### src/crcl_regs.svh
// Purpose: named constants of the correlator reference and control loader
// Assumes: included by its bare name
// Notes: the list below explains how the loader behaves
// How it works
// [RQ1] 8-bit reference bus, bit 0 least significant, only feeds reference preload
// [RQ2] each rising reference strobe edge captures the reference bus into preload
// [RQ3] single 256-tap line: one bit per strobe on bit 7, shifted serially
// [RQ4] eight rows of 32: bit 7 feeds first stage, bit 0 the eighth
// [RQ5] changing window configuration never alters stored reference bits
// [RQ6] preload reaches the array only by transfer; loading leaves array intact
// [RQ7] array copies preload on each clock edge with transfer enable low
// [RQ8] 8-bit control bus carries mask bits and configuration contents
// [RQ9] mask bits follow the same stage ordering as reference loading
// [RQ10] active-low control strobe captures control bus, address picks destination
// [RQ11] 3-bit address, bit 0 least significant, selects the load function
// [RQ12] address and control data sampled at the control strobe rising edge
// [RQ13] two correlators: auxiliary output carries the second correlator score
// [RQ14] one correlator: auxiliary bits 0 to 7 carry reference data out
// [RQ15] high auxiliary enable disables drivers only, processing continues
// [RQ16] fixed address map: mask, configuration; other codes do nothing
// [RQ17] intermediate windows spread bits by rows, highest input bits first
`ifndef CRCL_REGS_SVH
`define CRCL_REGS_SVH

// control port address map
`define CRCL_ADDR_MASK 3'h0
`define CRCL_ADDR_CFG 3'h1

// configuration register layout
`define CRCL_CFG_ROWS_LSB 0
`define CRCL_CFG_ROWS_MSB 1
`define CRCL_CFG_TWO_BIT 2
`define CRCL_CFG_RST 3'h0
`define CRCL_ROWS_8 2'h3
`define CRCL_ROWS_1 2'h0
`define CRCL_ROWS_2 2'h1
`define CRCL_ROWS_4 2'h2

// synchronised pin vector: width and idle level
`define CRCL_PIN_W 22
`define CRCL_PIN_IDLE 22'h000011

// apb register byte offsets
`define CRCL_OFF_STATUS 12'h000
`define CRCL_OFF_TAPSEL 12'h004
`define CRCL_OFF_TAPRD 12'h008
`define CRCL_OFF_COUNT 12'h00C
`define CRCL_IDX_NONE 3'h4
`define CRCL_TAPSEL_RST 8'h00

`endif

### src/crcl_pkg.sv
// Purpose: shared types of the reference and control loader
// Assumes: nothing
// Notes: field order of crcl_pins_type matches the idle constant
package crcl_pkg;

    typedef struct packed {
        logic two_corr;
        logic [1:0] rows_log;
    } crcl_cfg_type;

    typedef struct packed {
        logic [7:0] ref_data;
        logic ref_stb;
        logic [7:0] ctrl_data;
        logic ctrl_stb_n;
        logic [2:0] addr;
        logic oe_n;
    } crcl_pins_type;

endpackage

### src/crcl_loader.sv
// Purpose: reference and control loading port of a 256-tap correlator
// Assumes: host pins asynchronous; transfer enable and score on pclk
// Notes: apb gives status and tap readback
//
// Implementation choices: the placing of the registers and register access over APB.
`timescale 1ns/1ps
`include "crcl_regs.svh"
module crcl_loader (
    // system
    input wire logic pclk,
    input wire logic presetn,
    // host reference port
    input wire logic [7:0] ref_in_bus,
    input wire logic ref_load_strobe,
    input wire logic array_transfer_n,
    // host control port
    input wire logic [7:0] ctrl_in_bus,
    input wire logic ctrl_load_strobe_n,
    input wire logic [2:0] ctrl_addr,
    // auxiliary output
    input wire logic [8:0] second_score,
    input wire logic aux_out_enable_n,
    output logic [8:0] aux_out_bus,
    output logic aux_out_oe,
    // correlation array
    output logic [7:0][31:0] ref_array,
    output logic [7:0][31:0] mask_array,
    output crcl_pkg::crcl_cfg_type cfg,
    // apb slave
    input wire logic psel,
    input wire logic penable,
    input wire logic pwrite,
    input wire logic [11:0] paddr,
    input wire logic [31:0] pwdata,
    output logic pready,
    output logic [31:0] prdata,
    output logic pslverr
);

    crcl_pkg::crcl_pins_type pins_raw;
    crcl_pkg::crcl_pins_type pins_q;
    logic ref_stb_prev;
    logic ctrl_stb_prev;
    logic ref_edge;
    logic ctrl_edge;
    logic [7:0][31:0] pre_ref;
    logic [7:0][31:0] pre_mask;
    logic [7:0] ref_tail;
    logic [7:0] mask_tail;
    logic [7:0] feed_ref;
    logic [7:0] feed_mask;
    logic [7:0] ref_out;
    logic [7:0] tap_sel;
    logic [15:0] ref_loads;
    logic [15:0] ctrl_loads;
    logic [2:0] wr_idx;
    logic [2:0] rd_idx;
    logic [31:0] next_prdata;

    // apb offset to register index, unmapped gives none
    function automatic logic [2:0] reg_index(input logic [11:0] a);
        unique case (a)
            `CRCL_OFF_STATUS: reg_index = 3'h0;
            `CRCL_OFF_TAPSEL: reg_index = 3'h1;
            `CRCL_OFF_TAPRD: reg_index = 3'h2;
            `CRCL_OFF_COUNT: reg_index = 3'h3;
            default: reg_index = `CRCL_IDX_NONE;
        endcase
    endfunction

    // host pins other than transfer enable cross into pclk together
    always_comb begin
        pins_raw.ref_data = ref_in_bus;
        pins_raw.ref_stb = ref_load_strobe;
        pins_raw.ctrl_data = ctrl_in_bus;
        pins_raw.ctrl_stb_n = ctrl_load_strobe_n;
        pins_raw.addr = ctrl_addr;
        pins_raw.oe_n = aux_out_enable_n;
    end

    crcl_sync3 #(
        .W(`CRCL_PIN_W),
        .IDLE(`CRCL_PIN_IDLE)
    ) u_sync (
        .clk(pclk),
        .rst_n(presetn),
        .d(pins_raw),
        .q(pins_q)
    );

    always_ff @(posedge pclk or negedge presetn) begin
        if (!presetn) begin
            ref_stb_prev <= 1'b0;
            ctrl_stb_prev <= 1'b1;
        end else begin
            ref_stb_prev <= pins_q.ref_stb;
            ctrl_stb_prev <= pins_q.ctrl_stb_n;
        end
    end

    // [RQ12] rising edges of both strobes
    assign ref_edge = pins_q.ref_stb & ~ref_stb_prev;
    assign ctrl_edge = pins_q.ctrl_stb_n & ~ctrl_stb_prev;

    always_comb begin
        for (int s = 0; s < 8; s++) begin
            ref_tail[s] = pre_ref[s][31];
            mask_tail[s] = pre_mask[s][31];
            ref_out[7-s] = ref_array[s][31];
        end
    end

    // [RQ4] stage order per window shape
    crcl_tap_feed u_feed_ref (
        .rows_log(cfg.rows_log),
        .din(pins_q.ref_data),
        .tail(ref_tail),
        .feed(feed_ref)
    );

    // [RQ9] mask uses same ordering
    crcl_tap_feed u_feed_mask (
        .rows_log(cfg.rows_log),
        .din(pins_q.ctrl_data),
        .tail(mask_tail),
        .feed(feed_mask)
    );

    // [RQ1] reference bus only feeds preload
    always_ff @(posedge pclk or negedge presetn) begin
        if (!presetn) begin
            pre_ref <= '0;
        end else if (ref_edge) begin
            for (int s = 0; s < 8; s++) begin
                pre_ref[s] <= {pre_ref[s][30:0], feed_ref[s]};
            end
        end
    end

    // [RQ10] mask destination picked by address
    always_ff @(posedge pclk or negedge presetn) begin
        if (!presetn) begin
            pre_mask <= '0;
        end else if (ctrl_edge && pins_q.addr == `CRCL_ADDR_MASK) begin
            for (int s = 0; s < 8; s++) begin
                pre_mask[s] <= {pre_mask[s][30:0], feed_mask[s]};
            end
        end
    end

    // [RQ11] address selects the function
    // [RQ8] configuration from control bus
    always_ff @(posedge pclk or negedge presetn) begin
        if (!presetn) begin
            cfg <= `CRCL_CFG_RST;
        end else if (ctrl_edge && pins_q.addr == `CRCL_ADDR_CFG) begin
            cfg.rows_log <= pins_q.ctrl_data[`CRCL_CFG_ROWS_MSB:`CRCL_CFG_ROWS_LSB];
            cfg.two_corr <= pins_q.ctrl_data[`CRCL_CFG_TWO_BIT];
        end
    end

    // [RQ7] array loads from preload on transfer
    always_ff @(posedge pclk or negedge presetn) begin
        if (!presetn) begin
            ref_array <= '0;
            mask_array <= '0;
        end else if (!array_transfer_n) begin
            ref_array <= pre_ref;
            mask_array <= pre_mask;
        end
    end

    // [RQ13] score or reference out on aux
    always_ff @(posedge pclk or negedge presetn) begin
        if (!presetn) begin
            aux_out_bus <= '0;
        end else if (cfg.two_corr) begin
            aux_out_bus <= second_score;
        end else begin
            aux_out_bus <= {1'b0, ref_out};
        end
    end

    // [RQ15] enable gates drivers only
    always_ff @(posedge pclk or negedge presetn) begin
        if (!presetn) begin
            aux_out_oe <= 1'b0;
        end else begin
            aux_out_oe <= ~pins_q.oe_n;
        end
    end

    always_ff @(posedge pclk or negedge presetn) begin
        if (!presetn) begin
            ref_loads <= '0;
            ctrl_loads <= '0;
        end else begin
            if (ref_edge) begin
                ref_loads <= ref_loads + 16'h0001;
            end
            if (ctrl_edge) begin
                ctrl_loads <= ctrl_loads + 16'h0001;
            end
        end
    end

    // apb: no wait state, answer prepared in setup
    assign wr_idx = reg_index(paddr);
    assign rd_idx = reg_index(paddr);

    always_comb begin
        next_prdata = '0;
        unique case (rd_idx)
            3'h0: next_prdata = {28'h0, pins_q.oe_n, cfg};
            3'h1: next_prdata = {24'h0, tap_sel};
            3'h2: next_prdata = {28'h0, pre_mask[tap_sel[7:5]][tap_sel[4:0]],
                pre_ref[tap_sel[7:5]][tap_sel[4:0]], mask_array[tap_sel[7:5]][tap_sel[4:0]],
                ref_array[tap_sel[7:5]][tap_sel[4:0]]};
            3'h3: next_prdata = {ctrl_loads, ref_loads};
            default: next_prdata = '0;
        endcase
    end

    always_ff @(posedge pclk or negedge presetn) begin
        if (!presetn) begin
            pready <= 1'b0;
            prdata <= '0;
            pslverr <= 1'b0;
        end else if (psel && !penable) begin
            pready <= 1'b1;
            prdata <= pwrite ? 32'h0 : next_prdata;
            pslverr <= (rd_idx == `CRCL_IDX_NONE);
        end else begin
            pready <= 1'b0;
            prdata <= '0;
            pslverr <= 1'b0;
        end
    end

    always_ff @(posedge pclk or negedge presetn) begin
        if (!presetn) begin
            tap_sel <= `CRCL_TAPSEL_RST;
        end else if (psel && penable && pready && pwrite && wr_idx == 3'h1) begin
            tap_sel <= pwdata[7:0];
        end
    end
endmodule

### src/crcl_sync3.sv
// Purpose: three-stage synchroniser for the host pins
// Assumes: inputs asynchronous to clk
// Notes: output follows only when stages two and three agree
`timescale 1ns/1ps
module crcl_sync3 #(
    parameter int W = 1,
    parameter logic [W-1:0] IDLE = '0
) (
    // clock and reset
    input wire logic clk,
    input wire logic rst_n,
    // pins in, filtered level out
    input wire logic [W-1:0] d,
    output logic [W-1:0] q
);
    logic [W-1:0] s1;
    logic [W-1:0] s2;
    logic [W-1:0] s3;

    always_ff @(posedge clk or negedge rst_n) begin
        if (!rst_n) begin
            s1 <= IDLE;
            s2 <= IDLE;
            s3 <= IDLE;
        end else begin
            s1 <= d;
            s2 <= s1;
            s3 <= s2;
        end
    end

    always_ff @(posedge clk or negedge rst_n) begin
        if (!rst_n) begin
            q <= IDLE;
        end else if (s2 == s3) begin
            q <= s3;
        end
    end
endmodule

### src/crcl_tap_feed.sv
// Purpose: picks the shift-in bit of each of the eight stages
// Assumes: rows_log 0..3 gives 1, 2, 4 or 8 rows
// Notes: a row's first stage takes an input bit, later stages chain
`timescale 1ns/1ps
module crcl_tap_feed (
    // window shape
    input wire logic [1:0] rows_log,
    // new bits and stage tails
    input wire logic [7:0] din,
    input wire logic [7:0] tail,
    // stage shift-in bits
    output logic [7:0] feed
);
    genvar s;
    generate
        for (s = 0; s < 8; s++) begin : g_stage
            logic [2:0] sh;
            logic [2:0] row;
            logic first;
            always_comb begin
                sh = 3'd3 - {1'b0, rows_log};
                row = 3'(s) >> sh;
                first = ((3'(s) & ((3'd1 << sh) - 3'd1)) == 3'd0);
            end
            // [RQ17] rows take msb first
            if (s == 0) begin : g_head
                assign feed[s] = din[3'd7 - row];
            end else begin : g_body
                assign feed[s] = first ? din[3'd7 - row] : tail[s-1];
            end
        end
    endgenerate
endmodule

### config.mk
export PLATFORM = sky130hd
export DESIGN_NAME = crcl_loader
export DESIGN_NICKNAME = d
export VERILOG_FILES = /design/src/crcl_pkg.sv /design/src/crcl_loader.sv /design/src/crcl_sync3.sv /design/src/crcl_tap_feed.sv
export VERILOG_INCLUDE_DIRS = /design/src
export SDC_FILE = /design/constraint.sdc
export NUM_CORES = 2
export LEC_CHECK = 0
export BUFFER_PORTS_ARGS = -buffer_cell sky130_fd_sc_hd__buf_2
export CORE_MARGIN = 2
export CORE_UTILIZATION = 38
export CTS_BUF_LIST = sky130_fd_sc_hd__clkbuf_8
export DETAILED_ROUTE_END_ITERATION = 8
export HOLD_SLACK_MARGIN = 0.1
export PLACE_DENSITY = 0.69
export SLEW_MARGIN = 10
export SYNTH_ARGS = -nofsm -noshare
export SYNTH_HDL_FRONTEND = slang
export SYNTH_HIERARCHICAL = 1
export SYNTH_SLANG_ARGS = --single-unit
export TNS_END_PERCENT = 10
### constraint.sdc
create_clock -name pclk -period 2.3 [get_ports pclk]
set_input_delay 0.115 -clock pclk [delete_from_list [all_inputs] [get_ports pclk]]
set_output_delay 0.115 -clock pclk [all_outputs]
set_load 0.05 [all_outputs]
# Word level (Yosys, flattened, before mapping)
# Index checks and enable logic that the tools add are counted.
# Widths: inputs -> output; s select.
[classes]
n_addsub = 12
n_mul = 0
div = 0
order_cmp = 10
n_eq_ne = 9
n_shift = 9
mux = 69
bitwise = 5
n_reduce_logical = 18
[ops]
columns = ["operator", "n"]
rows = [
  ["$bmux 32 s3", 4],
  ["$mux 32", 6],
  ["$pmux 32 s4", 1],
  ["$bmux 1 s3", 16],
  ["$lt 3x4->1 const B", 9],
  ["$mux 1", 36],
  ["$add 16x1->16 const B", 2],
  ["$logic_not 3->1", 9],
  ["$eq 12x4->1 const B", 2],
  ["$sub 3x3->3 const A", 8],
  ["$eq 22x22->1", 1],
  ["$bmux 1 s5", 4],
  ["$eq 12x3->1 const B", 1],
  ["$logic_not 12->1", 1],
  ["$pmux 3 s4", 1],
  ["$shr 3x3->3 const A", 4],
  ["$mux 9", 1],
  ["$logic_and 1x1->1", 7],
  ["$eq 3x1->1 const B", 2],
  ["$eq 3x2->1 const B", 2],
  ["$lt 5x6->1 const B", 1],
  ["$shr 1x3->3 const A", 2],
  ["$shr 2x3->3 const A", 2],
  ["$eq 3x3->1 const B", 1],
  ["other kinds (6)", 9],
]
[totals]
ff_bits = 1201
latch_bits = 0
ram_bits = 0
mem_bits_ro = 0
inputBits = 81
output_inout_bits = 559
elab_cells = 180
n_memories = 0

# Longest topological paths before layout
[depth]
ltp_word = 7
depth_mapped = 12
ltp_nobuf = 7

# Cells and area by module
# The synthesis kept the hierarchy.
[modules_own_cells]
columns = ["mod", "n_inst", "cells_per_inst", "area_per_inst_um2", "seq_area_each_um2"]
rows = [
  ["crcl_loader", 1, 3619, 49730.2, 27853.0],
  ["crcl_sync3", 1, 141, 2812.7, 2212.1],
  ["crcl_tap_feed", 2, 36, 382.9, 0.0],
]

# Least setup slack after synthesis
# OpenSTA, ideal clock, no wires.
[synth_timing]
path_kind = "register -> register"
startpoint = "register cfg[1] (netlist name)"
endpoint = "register pre_mask[192] (netlist bit)"
setup_ps = 125
arrival_ps = 2490
required_ps = 2175
setup_slack_ps = -315
path_stages_with_launch = 7
n_path_buf = 0
synth_period_minus_slack_ps = 2615
cell_sequence = "dfrtp_1 -> inv_1 -> ha_1 -> mux4_2 -> o311ai_1 -> o31ai_1 -> mux2_2"
[synth_via]
elab_chain_len = 6
word_cells_on_any_way = 9
classes_between = "add/sub: 3; shift: 2; mux: 3; reduce/logical: 1"
[synth_rtl]
columns = ["element", "line", "text"]
rows = [
  ["$sub 2x2->3 (*)", "crcl_tap_feed.sv:21", "sh = 3'd3 - {1'b0, rows_log};"],
  ["$shr 3x3->3", "crcl_tap_feed.sv:22", "row = 3'(s) >> sh;"],
  ["$sub 3x3->3", "crcl_tap_feed.sv:29", "assign feed[s] = first ? din[3'd7 - row] : tail[s-1];"],
  ["$bmux 1 s3", "crcl_tap_feed.sv:29", ""],
  ["$mux 1 (implied by the code)", "crcl_tap_feed.sv:29", ""],
  ["$mux 1 (*)", "crcl_tap_feed.sv:29", ""],
  ["named net feed_mask[6]", "crcl_loader.sv:51", "logic [7:0] feed_mask;"],
  ["to (signal, indexed assignment)", "crcl_loader.sv:146", "pre_mask[s] <= {pre_mask[s][30:0], feed_mask[s]};"],
  ["to (decl)", "crcl_loader.sv:47", "logic [7:0][31:0] pre_mask;"],
]
# The timed path passes the listed nets; every way through them passes the cells marked *. The select of a mux whose other input is x is not followed.
# A chain may end at the register's enable or synchronous reset.

# Final worst setup path
[layout_timing]
startpoint = "register tap_sel[5]"
endpoint = "register prdata[2]"
[layout_via]
elab_chain_len = 7
[layout_rtl]
columns = ["element", "line", "text"]
rows = [
  ["from (decl)", "crcl_loader.sv:53", "logic [7:0] tap_sel;"],
  ["from (signal assigned)", "crcl_loader.sv:242", "tap_sel <= `CRCL_TAPSEL_RST;"],
  ["from (signal assigned)", "crcl_loader.sv:244", "tap_sel <= pwdata[7:0];"],
  ["$bmux 32 s3", "crcl_loader.sv:217", "pre_ref[tap_sel[7:5]][tap_sel[4:0]], mask_array[tap_sel[7:5]][tap_sel[4:0]],"],
  ["$mux 32 (implied by the code)", "crcl_loader.sv:217", ""],
  ["$bmux 1 s5", "crcl_loader.sv:217", ""],
  ["$mux 1 (implied by the code)", "crcl_loader.sv:217", ""],
  ["$pmux 32 s4", "crcl_loader.sv:213", "unique case (rd_idx)"],
  ["$mux 32", "crcl_loader.sv:231", "prdata <= pwrite ? 32'h0 : next_prdata;"],
  ["$mux 32", "crcl_loader.sv:229", "end else if (psel && !penable) begin"],
  ["to (signal assigned)", "crcl_loader.sv:231", ""],
  ["to (decl)", "crcl_loader.sv:36", "output logic [31:0] prdata,"],
]
# Every way passes these cells. The select of a mux whose other input is x is not followed.

==> flow_summary.ini <==
[power_and_ir_drop]
peakVddDrop_v = 0.0004993
power_leakage_uw = 0.03477
power.total_uw = 42070
pwr_density_cell_nw_per_um2 = 622.3

[worst_hold_path]
hp-class = in -> reg

[global_route]
grt_busiest_layer = met2
grtUsageMet2 = 0.3940
antenna_found_initial = 10
grt_pass1_vias = 38440
grt_pass1_wl_mm = 262.0
grt_max_degree = 99
grt.total_usage = 0.2472
overflow = 0
use_met1 = 0.3154
grt_use_met3 = 0.08620

[synthesis]
syn-cell-area_um2 = 53310
synth_edf_count = 0
synth_top_area_share = 0.5595
post-synth-top-area-cell = dfrtp_1
ys_top_cells_by_count = dfrtp_1, mux2_2, nand2_1
avgSynthCellArea_um2 = 13.91
netlist_top_cells_area = dfrtp_1, mux2_2, mux4_2
netlist_instances = 3832
post_synth_num_cell_types = 61
ys_ff_latch = 1201
ys.flop_type = dfrtp_1
syn_nets = 3923
ys_async_sr_fraction = 1.000
ys_seq_area_frac = 0.5640
yosysWarnings = 6
synth_most_common_cell = dfrtp_1

[routing]
routed_via_density = 5.336
postRouteWirelength_mm = 179.4
ant_nets = 0
drcViolationCount = 0
avgRoutedWirePerCell_um = 25.60
drtIter0Drc = 3171
vias = 37400
drt-pass1-iter-count = 7

[timing]
finalClockSkew_ps = 54.96
worst_slew_pin_slew_ps = 808.0
finalWorstSetupSlack_ps = -508.6
rsz0062_at_grt = yes
post-route-period-util = 1.221
max_freq_ghz = 0.3561
finalSetupViolCount = 10
maxSlewHeadroom = 0.4602
hold_violations = 0
final.min_clock_period_ps = 2809
slew_violations = 0

[clock_tree]
clock_path_buffers = 3
htree_num_levels = 4
cts-root-buf = clkbuf_8
clock_latency_ps = 960
clock_sinks = 1201
tritoncts = built
path_clk_slew_ps = 60
cts-buffers-inserted = 198

[layout]
drive_gt1_frac = 0.4902
final_cells = 7008
synthToLayoutAreaGrowth_pct = 26.82
utilization = 0.4851
final_nets = 5052
fin_area_um2 = 67600
fill_cells = 12230

[critical_path]
critPathMostFrequentCell = buf_4
path_delay_family = multiplexers
max_stage_delay_ps = 520
worstPathArrival_ps = 3620
endpoint_kind = flop
crit_chain = buf_4 > buf_16 > mux4_2 > mux2_2 > a221oi_2 > buf_4 > a211oi_1 > a21oi_1 > o32ai_2
path_max_fanout = 17
crit_buf_inv = 3
worst_ep_required_time_ps = 3110
cp_slowest_cell = mux4_2
startpoint_type = flop
path_class = reg -> reg

[flow_run]
maxCapViolCount = 0

[status]
status = finished with violations
violations = negative setup slack

[placed_design]
dp_cells = 6506
dpl-instance-area_um2 = 61690
port-buffer-count = 615
gp_congestion = 0.8903
place_hpwl_mm = 130.9

[floorplanning]
start_util = 0.3825
ios = 640
dieArea_um2 = 143300
fp.dieW_um = 378.5
die_h_um = 378.5
rows = 137
core_um2 = 139400
worst paths after layout:
path                                         from  slack (ps)  cells past startpoint                        end
min in group asynchronous                 presetn         540                      4   aux_out_bus[4]$_DFF_PN0_
setup reg to reg           tap_sel[5]$_DFFE_PN0P_        -510                      9        prdata[2]$_DFF_PN0_
hold reg to reg            u_sync/s1[7]$_DFF_PN0_         340                      0     u_sync/s2[7]$_DFF_PN0_
hold / removal                          paddr[11]         110                      8        prdata[7]$_DFF_PN0_
max in group asynchronous                 presetn        1200                      5  pre_mask[178]$_DFFE_PN0P_
setup / recovery           tap_sel[5]$_DFFE_PN0P_        -510                      9        prdata[2]$_DFF_PN0_
power breakdown:
| part | total [uW] | switching (uW) | internal (uW) | leakage [uW] |
|---|---|---|---|---|
| Clock | 19600 | 9220 | 10400 | 0.00239 |
| Sequential | 21200 | 45.0 | 21200 | 0.0166 |
| Combinational | 1190 | 741 | 450 | 0.0158 |
worst reg2reg max path, stage by stage, from the launching register on:
cell	delay (ps)
dfrtp_4	450
buf_4	290
buf_16	230
mux4_2	530
mux2_2	290
a221oi_2	370
buf_4	170
a211oi_1	50
a21oi_1	210
o32ai_2	120
per-stage QoR:
stage,hold slack (ps),setup TNS [ps],worst slack (ps)
after CTS,142.3,-5112,-517.6
final,113.9,-2455,-508.6
after global placement,116.4,-2949,-862.5
after detailed placement,126.7,-2983,-847.1
after global routing,127.3,-2755,-561.5
after floorplan,-180.6,-316.6,-81.99
what timing repair did:
action,in CTS,in global routing
hold buffers,98,0
buffers inserted,19,14
endpoints found under the hold margin,1783,0
resized for setup,53,34
gates cloned,5,3
setup endpoints to repair,4,34
pin swaps,12,11
layer usage:
layer  part of all wire  up-vias  wire (um)
met1               0.40    19680      71520
met3              0.097      248      17440
met5           0.000072        -         13
met4              0.028        2       5083
li1                   -    16070          -
met2               0.48     1404      85380
registers in the layout, indices dropped and copies added, names as in the netlist:
name           count
aux_out_bus        9
u_sync/s3         22
pready             1
mask_tail          8
ref_array        256
u_sync/s1         22
u_sync/q          22
ctrl_loads        16
cfg                3
prdata            32
u_sync/s2         22
pre_mask         248
tap_sel            8
ref_stb_prev       1
aux_out_oe         1
ref_loads         16
ctrl_stb_prev      1
pre_ref          256
pslverr            1
mask_array       256
area by class of cell:
| type | count | area [um2] | share of cell area |
|---|---|---|---|
| Antenna cell | 5 | 12.51 | 0.0001851 |
| Clock buffer | 256 | 3523 | 0.05212 |
| Clock inverter | 110 | 668.1 | 0.009883 |
| Inverter | 9 | 33.78 | 0.0004997 |
| Multi-Input combinational cell | 2366 | 22000 | 0.3254 |
| Sequential cell | 1201 | 30080 | 0.4450 |
| Tap cell | 1876 | 2347 | 0.03472 |
| Timing Repair Buffer | 1185 | 8936 | 0.1322 |
cell usage in the layout (no fill, tap or decap), types with 8 or more instances in the layout:
| master | Yosys | layout |
|---|---|---|
| mux4_2 | 201 | 214 |
| nor2_1 | 28 | 26 |
| buf_12 | 5 | 84 |
| inv_1 | 9 | 70 |
| xnor2_1 | 41 | 41 |
| mux2_2 | 814 | 811 |
| a22oi_1 | 66 | 57 |
| a221oi_1 | 39 | 32 |
| mux2_4 | 20 | 23 |
| mux4_1 | 30 | 17 |
| buf_2 | 23 | 613 |
| xor2_1 | 11 | 11 |
| dfrtp_1 | 1192 | 1186 |
| ha_1 | 10 | 10 |
| dlygate4sd3_1 | 2 | 95 |
| a22oi_2 | 0 | 9 |
| and2_1 | 30 | 29 |
| nand4_1 | 15 | 15 |
| o211ai_1 | 9 | 9 |
| a211oi_1 | 12 | 11 |
| buf_4 | 15 | 364 |
| o22ai_1 | 12 | 8 |
| clkinv_2 | 0 | 29 |
| nand3_1 | 15 | 15 |
| nand2_1 | 799 | 799 |
| mux2i_1 | 100 | 100 |
| a21oi_1 | 28 | 27 |
| clkbuf_8 | 2 | 256 |
| buf_6 | 17 | 12 |
| dfstp_2 | 9 | 9 |
cells by family after synthesis:
group | count (synthesis) | share of synthesized area
AO/OA/AOI/OAI | 194 | 0.02687
XOR/XNOR | 52 | 0.008543
adder cells (fa/ha/maj) | 10 | 0.002347
multiplexers | 1170 | 0.2984
flip-flops | 1201 | 0.5640
buffers and inverters | 265 | 0.02781
AND/OR/NAND/NOR | 940 | 0.07203
(Power assumes the default switching activity.)
